## src/core/uhc_defines.vh

```
// How it works
// - six channels: control only, bulk only, and four bulk/interrupt/isochronous ones.
// - each channel splits its request into transactions on its own.
// - request finished raises the interrupt output.
// - settings may be reloaded between requests so one channel serves many endpoints.
// - at most four interrupt or isochronous transfers configured at once.
// - general channels serve four endpoints, more through time sharing.
// - each channel holds high, full or low speed selection.
// - toggle field loads start value and reads back live toggle.
// - control channel issues setup, in or out; general ones only in or out.
// - channels b to e hold bulk, interrupt or isochronous transfer kind.
// - general channels accept packet lengths from 1 to 1024 bytes.
// - each channel holds target function address and endpoint index.
// - each channel holds split hub address and hub port.
// - each channel holds the request byte count.
// - channels b to e hold a token issue period.
// - firmware gives each channel one of six areas with start and end pointers.
// - a per-channel link bit joins a channel to an area.
// - control channel holds eight setup bytes sent as setup payload.
// - scheduler picks one executing channel, runs one transaction, moves on.
// - each channel reports done, acked, error, changed flags and a detail code.
`ifndef UHC_DEFINES_VH
`define UHC_DEFINES_VH
`define UHC_NCH 6
`define UHC_NAREA 6
`define UHC_KIND_SETUP 2'h0
`define UHC_KIND_IN 2'h1
`define UHC_KIND_OUT 2'h2
`define UHC_XFER_BULK 2'h0
`define UHC_XFER_INTR 2'h1
`define UHC_XFER_ISOC 2'h2
`define UHC_SPD_HS 2'h0
`define UHC_SPD_FS 2'h1
`define UHC_SPD_LS 2'h2
`define UHC_MAXPKT_MAX 11'h400
`define UHC_SETUP_LEN 11'h008
`define UHC_CC_OK 4'h0
`define UHC_CC_STALL 4'h1
`define UHC_CC_BADCFG 4'h2
`define UHC_CC_SHORT 4'h3
`define UHC_PERIODIC_MAX 3'h4
`endif

```

## src/core/uhc_channel_set.v

```verilog
`timescale 1ns/1ps
`include "uhc_defines.vh"
// channel 0 is control, 1 bulk only, 2..5 general (b..e)
module uhc_channel_set (
  input wire clk,
  input wire reset,
  input wire [5:0] cfg_load,
  input wire [5:0] exec_set,
  input wire [1:0] cfg_speed,
  input wire cfg_toggle,
  input wire [1:0] cfg_kind,
  input wire [1:0] cfg_xfer,
  input wire [10:0] cfg_max_packet,
  input wire [6:0] cfg_func_addr,
  input wire [3:0] cfg_ep_index,
  input wire [6:0] cfg_hub_addr,
  input wire [6:0] cfg_hub_port,
  input wire [31:0] cfg_byte_count,
  input wire [15:0] cfg_interval,
  input wire [2:0] cfg_area,
  input wire [63:0] setup_payload_bytes,
  input wire [5:0] flag_clear,
  input wire frame_tick,
  output wire txn_req,
  output reg [2:0] txn_channel_ff,
  output reg [1:0] txn_kind_ff,
  output reg [1:0] txn_speed_ff,
  output reg [6:0] txn_func_addr_ff,
  output reg [3:0] txn_ep_index_ff,
  output reg [6:0] txn_hub_addr_ff,
  output reg [6:0] txn_hub_port_ff,
  output reg [10:0] txn_length_ff,
  output reg txn_toggle_ff,
  output reg [2:0] txn_area_ff,
  output reg [63:0] txn_setup_ff,
  input wire txn_ack,
  input wire txn_nak,
  input wire txn_stall,
  input wire txn_error,
  input wire [10:0] txn_actual,
  input wire [5:0] area_room,
  output reg [5:0] transfer_execute_ff,
  output reg [5:0] toggle_ff,
  output reg [5:0] request_done_flag_ff,
  output reg [5:0] transaction_acked_flag_ff,
  output reg [5:0] transaction_error_flag_ff,
  output reg [5:0] condition_changed_flag_ff,
  output reg [23:0] result_detail_code_ff,
  output reg [35:0] area_link_ff,
  output reg cfg_reject_ff,
  output wire irq
);
  // ------------------------------------------------------------
  // channel settings
  // ------------------------------------------------------------
  reg [1:0] speed_ff [0:5];
  reg [1:0] kind_ff [0:5];
  reg [1:0] xfer_ff [0:5];
  reg [10:0] maxpkt_ff [0:5];
  reg [6:0] faddr_ff [0:5];
  reg [3:0] ep_ff [0:5];
  reg [6:0] haddr_ff [0:5];
  reg [6:0] hport_ff [0:5];
  reg [31:0] remain_ff [0:5];
  reg [15:0] interval_ff [0:5];
  reg [15:0] wait_ff [0:5];
  reg [2:0] area_ff [0:5];
  reg [63:0] setup_ff;
  reg busy_ff;
  reg [2:0] last_ff;
  // one loop index per process, so no process wakes another through it
  integer p;
  integer j;
  integer n;
  integer s;
  integer w;
  // ------------------------------------------------------------
  // periodic count and request checks
  // ------------------------------------------------------------
  reg [2:0] periodic_cnt;
  reg [2:0] load_ch;
  reg load_any;
  reg load_ok;
  reg bad_kind;
  reg bad_len;
  reg bad_xfer;
  reg bad_periodic;
  reg bad_area;
  reg bad_busy;
  // a refused load leaves every setting of the channel untouched
  always @* begin
    periodic_cnt = 3'h0;
    load_ch = 3'h0;
    load_any = 1'b0;
    for (p = 2; p < `UHC_NCH; p = p + 1) begin
      if (xfer_ff[p] != `UHC_XFER_BULK)
        periodic_cnt = periodic_cnt + 3'h1;
    end
    for (p = `UHC_NCH - 1; p >= 0; p = p - 1) begin
      if (cfg_load[p]) begin
        load_ch = p[2:0];
        load_any = 1'b1;
      end
    end
    if (load_ch == 3'h0)
      bad_kind = (cfg_kind == 2'h3);
    else
      bad_kind = (cfg_kind != `UHC_KIND_IN) && (cfg_kind != `UHC_KIND_OUT);
    bad_len = (load_ch != 3'h0) && (cfg_max_packet == 11'h000
              || cfg_max_packet > `UHC_MAXPKT_MAX);
    // the bulk only channel refuses other kinds rather than ignoring them
    bad_xfer = (load_ch == 3'h1) && (cfg_xfer != `UHC_XFER_BULK);
    if (load_ch >= 3'h2 && cfg_xfer == 2'h3)
      bad_xfer = 1'b1;
    // limit applies to the new setting replacing the old one
    bad_periodic = (load_ch >= 3'h2) && (cfg_xfer != `UHC_XFER_BULK)
                   && (xfer_ff[load_ch] == `UHC_XFER_BULK)
                   && (periodic_cnt >= `UHC_PERIODIC_MAX);
    bad_area = (cfg_area >= 3'h6);
    bad_busy = transfer_execute_ff[load_ch];
    load_ok = ~(bad_kind | bad_len | bad_xfer | bad_periodic | bad_area | bad_busy);
  end
  // ------------------------------------------------------------
  // scheduler: round robin after the last served channel
  // ------------------------------------------------------------
  reg [2:0] pick;
  reg pick_ok;
  reg [2:0] c;
  reg [3:0] sum;
  // a channel whose area has no room is passed over, not waited on
  always @* begin
    pick = 3'h0;
    pick_ok = 1'b0;
    c = 3'h0;
    sum = 4'h0;
    for (j = 1; j <= `UHC_NCH; j = j + 1) begin
      // four bits so the wrap past the last channel is not lost
      sum = {1'b0, last_ff} + {1'b0, j[2:0]};
      c = (sum >= 4'h6) ? sum[2:0] - 3'h6 : sum[2:0];
      if (!pick_ok && transfer_execute_ff[c] && area_room[c] && wait_ff[c] == 16'h0000) begin
        pick = c;
        pick_ok = 1'b1;
      end
    end
  end
  assign txn_req = busy_ff;
  assign irq = |request_done_flag_ff;
  // ------------------------------------------------------------
  // result decode
  // ------------------------------------------------------------
  reg [31:0] nxt_remain;
  reg [10:0] nxt_len;
  reg [3:0] nxt_code;
  reg [2:0] k;
  reg take_pick;
  reg res_seen;
  reg ack_ok;
  reg fail_seen;
  reg short_pkt;
  always @* begin
    k = txn_channel_ff;
    take_pick = ~busy_ff & pick_ok;
    res_seen = busy_ff & (txn_ack | txn_nak | txn_stall | txn_error);
    fail_seen = res_seen & (txn_stall | txn_error);
    ack_ok = res_seen & txn_ack & ~txn_stall & ~txn_error;
    short_pkt = (txn_actual < txn_length_ff);
    nxt_remain = remain_ff[k] - {21'h0, txn_actual};
    if ({21'h0, maxpkt_ff[pick]} < remain_ff[pick])
      nxt_len = maxpkt_ff[pick];
    else
      nxt_len = remain_ff[pick][10:0];
    if (txn_stall)
      nxt_code = `UHC_CC_STALL;
    else if (txn_error)
      nxt_code = `UHC_CC_BADCFG;
    else if (short_pkt)
      nxt_code = `UHC_CC_SHORT;
    else
      nxt_code = `UHC_CC_OK;
  end
  // ------------------------------------------------------------
  // transaction descriptor, held while the request stands
  // ------------------------------------------------------------
  always @(posedge clk) begin
    if (reset) begin
      busy_ff <= 1'b0;
      last_ff <= 3'h5;
      txn_channel_ff <= 3'h0;
      txn_kind_ff <= 2'h0;
      txn_speed_ff <= 2'h0;
      txn_func_addr_ff <= 7'h00;
      txn_ep_index_ff <= 4'h0;
      txn_hub_addr_ff <= 7'h00;
      txn_hub_port_ff <= 7'h00;
      txn_length_ff <= 11'h000;
      txn_toggle_ff <= 1'b0;
      txn_area_ff <= 3'h0;
      txn_setup_ff <= 64'h0;
    end else if (take_pick) begin
      busy_ff <= 1'b1;
      last_ff <= pick;
      txn_channel_ff <= pick;
      txn_kind_ff <= kind_ff[pick];
      txn_speed_ff <= speed_ff[pick];
      txn_func_addr_ff <= faddr_ff[pick];
      txn_ep_index_ff <= ep_ff[pick];
      txn_hub_addr_ff <= haddr_ff[pick];
      txn_hub_port_ff <= hport_ff[pick];
      if (kind_ff[pick] == `UHC_KIND_SETUP)
        txn_length_ff <= `UHC_SETUP_LEN;
      else
        txn_length_ff <= nxt_len;
      txn_toggle_ff <= toggle_ff[pick];
      txn_area_ff <= area_ff[pick];
      txn_setup_ff <= setup_ff;
    end else if (res_seen) begin
      // one transaction per pick; the next pick waits a cycle
      busy_ff <= 1'b0;
    end
  end
  // ------------------------------------------------------------
  // channel settings load and per transaction update
  // ------------------------------------------------------------
  always @(posedge clk) begin
    if (reset) begin
      setup_ff <= 64'h0;
      toggle_ff <= 6'h00;
      area_link_ff <= 36'h0;
      cfg_reject_ff <= 1'b0;
      for (s = 0; s < `UHC_NCH; s = s + 1) begin
        speed_ff[s] <= `UHC_SPD_HS;
        kind_ff[s] <= `UHC_KIND_IN;
        xfer_ff[s] <= `UHC_XFER_BULK;
        maxpkt_ff[s] <= `UHC_SETUP_LEN;
        faddr_ff[s] <= 7'h00;
        ep_ff[s] <= 4'h0;
        haddr_ff[s] <= 7'h00;
        hport_ff[s] <= 7'h00;
        remain_ff[s] <= 32'h0;
        interval_ff[s] <= 16'h0;
        area_ff[s] <= 3'h0;
      end
    end else begin
      cfg_reject_ff <= load_any & ~load_ok;
      if (load_any && load_ok) begin
        speed_ff[load_ch] <= cfg_speed;
        toggle_ff[load_ch] <= cfg_toggle;
        kind_ff[load_ch] <= cfg_kind;
        if (load_ch >= 3'h2)
          xfer_ff[load_ch] <= cfg_xfer;
        maxpkt_ff[load_ch] <= cfg_max_packet;
        faddr_ff[load_ch] <= cfg_func_addr;
        ep_ff[load_ch] <= cfg_ep_index;
        haddr_ff[load_ch] <= cfg_hub_addr;
        hport_ff[load_ch] <= cfg_hub_port;
        // control channel count is sixteen bits wide
        remain_ff[load_ch] <= (load_ch == 3'h0) ? {16'h0, cfg_byte_count[15:0]}
                                                : cfg_byte_count;
        if (load_ch >= 3'h2)
          interval_ff[load_ch] <= cfg_interval;
        area_ff[load_ch] <= cfg_area;
        area_link_ff[load_ch*6 +: 6] <= 6'h01 << cfg_area;
        if (load_ch == 3'h0)
          setup_ff <= setup_payload_bytes;
      end
      // a loaded channel is never the busy one, so both may fall in one cycle
      if (ack_ok) begin
        toggle_ff[k] <= ~toggle_ff[k];
        if (txn_kind_ff == `UHC_KIND_SETUP)
          kind_ff[k] <= `UHC_KIND_IN;
        else
          remain_ff[k] <= nxt_remain;
      end
    end
  end
  // ------------------------------------------------------------
  // token issue period, counted in frame ticks
  // ------------------------------------------------------------
  always @(posedge clk) begin
    for (w = 0; w < `UHC_NCH; w = w + 1) begin
      if (reset)
        wait_ff[w] <= 16'h0000;
      else if (take_pick && pick == w[2:0] && w >= 2 && xfer_ff[w] != `UHC_XFER_BULK)
        wait_ff[w] <= interval_ff[w];
      else if (frame_tick && wait_ff[w] != 16'h0000)
        wait_ff[w] <= wait_ff[w] - 16'h0001;
    end
  end
  // ------------------------------------------------------------
  // execute bits, result flags and detail codes
  // ------------------------------------------------------------
  always @(posedge clk) begin
    if (reset) begin
      transfer_execute_ff <= 6'h00;
      request_done_flag_ff <= 6'h00;
      transaction_acked_flag_ff <= 6'h00;
      transaction_error_flag_ff <= 6'h00;
      condition_changed_flag_ff <= 6'h00;
      result_detail_code_ff <= 24'h0;
    end else begin
      for (n = 0; n < `UHC_NCH; n = n + 1) begin
        // hardware set below wins over firmware clear
        if (flag_clear[n]) begin
          request_done_flag_ff[n] <= 1'b0;
          transaction_acked_flag_ff[n] <= 1'b0;
          transaction_error_flag_ff[n] <= 1'b0;
          condition_changed_flag_ff[n] <= 1'b0;
        end
        if (exec_set[n] && !(load_any && load_ch == n[2:0]))
          transfer_execute_ff[n] <= 1'b1;
      end
      if (res_seen)
        result_detail_code_ff[k*4 +: 4] <= nxt_code;
      if (fail_seen) begin
        transaction_error_flag_ff[k] <= 1'b1;
        condition_changed_flag_ff[k] <= 1'b1;
        transfer_execute_ff[k] <= 1'b0;
      end
      if (ack_ok) begin
        transaction_acked_flag_ff[k] <= 1'b1;
        // short packet or count reached ends the request
        if (txn_kind_ff != `UHC_KIND_SETUP && (nxt_remain == 32'h0 || short_pkt)) begin
          request_done_flag_ff[k] <= 1'b1;
          transfer_execute_ff[k] <= 1'b0;
        end
      end
    end
  end
endmodule // uhc_channel_set

```

## config.mk

```make
export PLATFORM = sky130hd
export DESIGN_NAME = uhc_channel_set
export DESIGN_NICKNAME = d
export VERILOG_FILES = /design/src/core/uhc_channel_set.v
export VERILOG_INCLUDE_DIRS = /design/src /design/src/core
export SDC_FILE = /design/constraint.sdc
export NUM_CORES = 2
export LEC_CHECK = 0
export BUFFER_PORTS_ARGS = -buffer_cell sky130_fd_sc_hd__buf_2
export CAP_MARGIN = 20
export CORE_MARGIN = 1.5
export CORE_UTILIZATION = 55
export DETAILED_ROUTE_END_ITERATION = 10
export GPL_ROUTABILITY_DRIVEN = 0
export PLACE_DENSITY = 0.74
export SYNTH_ARGS = -nofsm -noshare
export SYNTH_HDL_FRONTEND = slang
export SYNTH_SLANG_ARGS = --single-unit
```

## constraint.sdc

```tcl
create_clock -name clk -period 12.88 [get_ports clk]
set_clock_uncertainty 0.1 [all_clocks]
set_input_delay 1.288 -clock clk [delete_from_list [all_inputs] [get_ports clk]]
set_output_delay 1.288 -clock clk [all_outputs]
set_load 0.01 [all_outputs]
```

==> metrics.txt <==
sw frac=35.8%; final setup fails=0; r2r endpoint=txn_length_ff[9]; CP max stage cell=dfxtp_1; Reg clk slew, reported paths=~0.060 ns; final-stage net count=between 5k and 6k; mean post-synth cell area=between 9 and 10 um^2; CP Max Fanout=75; 1st-iter DRT viols=between 5k and 6k; # IOs=410; CTS tree=built; worst-skew pair later-pin latency=a little over 0.7 ns; Root Buffer=clkbuf_16; worst path buffer plus inverter count=4; achievable frequency=about 110 MHz; EDFF count, synth=732; FF/Latch Area=27,600 um^2; Reg2Reg Launch Point=txn_channel_ff[1]; post-synthesis cell count=between 5k and 6k; Synth area leader=edfxtp_1; Post-DP HPWL=approximately 100 mm; startpoint of the worst hold path=txn_setup_ff[58]; number of global-route vias before repair=just under 40k; number of synthesis warnings=0; sequential element share of the synthesized area=a little over half; status=complete, no violations; DIE WIDTH=305 um; crit path time final=8.84 ns; clock share of power=slightly above 30%; Top Family by Delay on Critical Path=compound AO/OA/AOI/OAI gates; Worst EP required=approximately 13 ns; Flop pwr share=37.6%; Yosys reg bits=1,012; layout cells sized above 1=roughly 14%; vias per cell=approximately 6.2; switching pwr=around 3.7 mW; LEAKAGE=roughly 22 nW; worst vdd ir=between 0.15 and 0.2 mV; routed vias=approximately 41k; postcts setup bufs=0; total clock buffers created by CTS=about 100; htree depth=3; die height=305 um; Setup crit end kind=flop; area of the multi-input gates=21,000 um^2; Comb pwr share=32.1%; synth top area cells=edfxtp_1 (44%), dfxtp_1 (11%), nand2_1 (7.2%); relative max-transition margin=23.9%; arrival time worst endpoint=about 9.4 ns; fillers=between 7k and 8k; post-synth top area share=a little over two fifths; ys async rst share=0%; setup tns final=0 ns; Slew @ Worst Pin=between 1 and 1.5 ns; crit path launch type=flop; Min-Delay Endpoint=txn_setup_ff[58]; slowest stage delay, CP=0.84 ns; most common cell after layout, fill and taps aside=nand2_1; Worst Setup Path Type=flop to flop; synthesis-to-finish area growth=12.9%; Max Buffers Root-to-Sink=3; fin worst setup slack=slightly above 4 ns; WP depth=23; Max Cap Viol=0; Post-Synthesis Cell Area=approximately 50,000 um^2; final wirelength=154 mm; R2R cell count=23; Core Box Area=between 90,000 and 100,000 um^2; initial core utilization=between 50% and 60%; Yosys cell types=96; number of detailed-route iterations in the first pass=7; Port Buffer Count=slightly below 400; GR Util All Layers=about a third; initial antenna violation count=8; Cell Rows=110; unrepaired setup endpoints after global routing=no; Int Pwr=about 6.6 mW; commonest cells after routing, fill and taps aside=nand2_1 (967), edfxtp_1 (732), nor2_1 (485); Final period util=68.7%; drt drc=0; largest net degree at the start of global routing=205; Synth Flop Type=edfxtp_1; first-pass GRT wire length=232 mm; DP Worst Slack=roughly 4.3 ns; Power Dens Cells=180 nW/um^2; Die Footprint=between 90,000 and 100,000 um^2; per-cell routed wire length=23.2 um; hold path depth=2; critical-path cell list=clkinv_1, ha_1, nor2b_1, a222oi_1, nand4_1, or2_2, o311a_4, nor3_4, buf_4, buf_4, nand2_1, and3_1, a211oi_1, a21oi_1, inv_1, ha_1, a21o_1, a21o_1, a21oi_1, o211ai_1, o221ai_2, mux2_2, o21ai_1; gr ovfl total=0; r2r setup slk=about 4.0 ns; CTS sink count=just over 1k; Hold Violations, Final=0; Post-DRT Antenna Nets=0; Hold-fix buffers, CTS=0; final slew viol count=0; Post-CTS Resized=0; Worst Hold Class=flop to flop
==> kinds of logic after synthesis <==
group | share of synthesized area, %
and+or+nand+nor | 19.7
DFF | 54.9
AOI/OAI and AO/OA | 11.0
buffers and inverters | 3.93
muxes | 6.71
xor gates and xnor gates | 1.95
adders and majority gates | 1.80
other | 0.00746
==> worst max path at each step <==
stage | from | endpoint | slack (ns)
floorplan | flop | transfer_execute_ff[4] | 6.32
global placement | txn_channel_ff[1] | txn_length_ff[9] | 4.53
detailed placement | txn_channel_ff[1] | txn_length_ff[9] | 4.34
CTS | txn_channel_ff[1] | txn_length_ff[9] | 4.24
global route | txn_channel_ff[1] | txn_length_ff[9] | 3.51
finish | txn_channel_ff[1] | txn_length_ff[9] | 4.04
==> worst register-to-register path: cells and delay by family (launching register included) <==
family | cells | cell delay (ns)
simple gates | 6 | 1.45
compound gates | 10 | 2.79
mux | 1 | 0.41
fa+ha+maj | 2 | 0.90
buf+inv | 4 | 2.27
flops | 1 | 0.84
==> cell type report <==
type                    instances  share of cell area [%]
flip-flops and latches       1012                    48.6
multi-input cells            3629                    37.1
clock buffers                 144                    5.08
repair buffers                472                    4.57
well taps                    1176                    2.59
clock inverters                50                    1.02
inverters                     145                   0.960
diodes                          5                  0.0221
==> metal layers <==
layer	global-route usage [%]	routed length, um
met1	43.3	58300
met2	50.7	70800
met3	7.74	19000
met4	12.6	5810
met5	0	24
==> cells in the mapped netlist, types with 17 or more instances <==
library cell,n
a31oi_1,22
dfxtp_1,280
o21ai_0,318
and2_1,106
clkbuf_1,244
nand2b_1,47
nor4_1,76
a21o_1,33
nor2b_1,18
or4_1,22
edfxtp_1,732
inv_1,140
a211oi_1,61
o31ai_1,55
or3_1,17
buf_4,19
mux4_2,65
buf_1,31
buf_2,44
ha_1,69
a21oi_1,294
mux2_2,19
nand3_1,243
xnor2_1,62
mux2i_1,159
o21ai_1,17
and3_1,55
nor3_1,63
nand2_1,968
o22ai_1,37
nor2_1,485
nand4_1,26
xor2_1,46
==> power by group through the flow <==
stage | Sequential [mW] | Combinational, mW | Clock (mW)
detailed placement | 3.90 | 3.19 | 0
global placement | 3.89 | 3.14 | 0
finish | 3.84 | 3.28 | 3.10
global route | 3.86 | 3.54 | 3.24
floorplan | 3.86 | 2.28 | 0
CTS | 3.84 | 3.21 | 3.11
==> stage by stage <==
stage,utilization (%),instances,instance area (um^2),hold WS (ns),power (mW)
final,62.8,6633,56700,0.346,10.2
after global routing,62.8,6632,56700,0.364,10.6
after CTS,62.8,6625,56700,0.347,10.2
after detailed placement,58.9,6431,53200,0.336,7.09
after global placement,58.9,6430,53200,0.329,7.04
after floorplan,-,5127,50500,0.319,6.14
==> sequential cells by signal, summed over array words and instances, names as in the netlist, 20 cells and up, named ones only <==
signal / cells
hport_ff: 52
haddr_ff: 52
ep_ff: 30
area_ff: 20
setup_ff: 64
area_link_ff: 36
faddr_ff: 56
wait_ff: 96
remain_ff: 256
txn_setup_ff: 64
interval_ff: 64
maxpkt_ff: 78
Power figures use the tool's default switching activity.
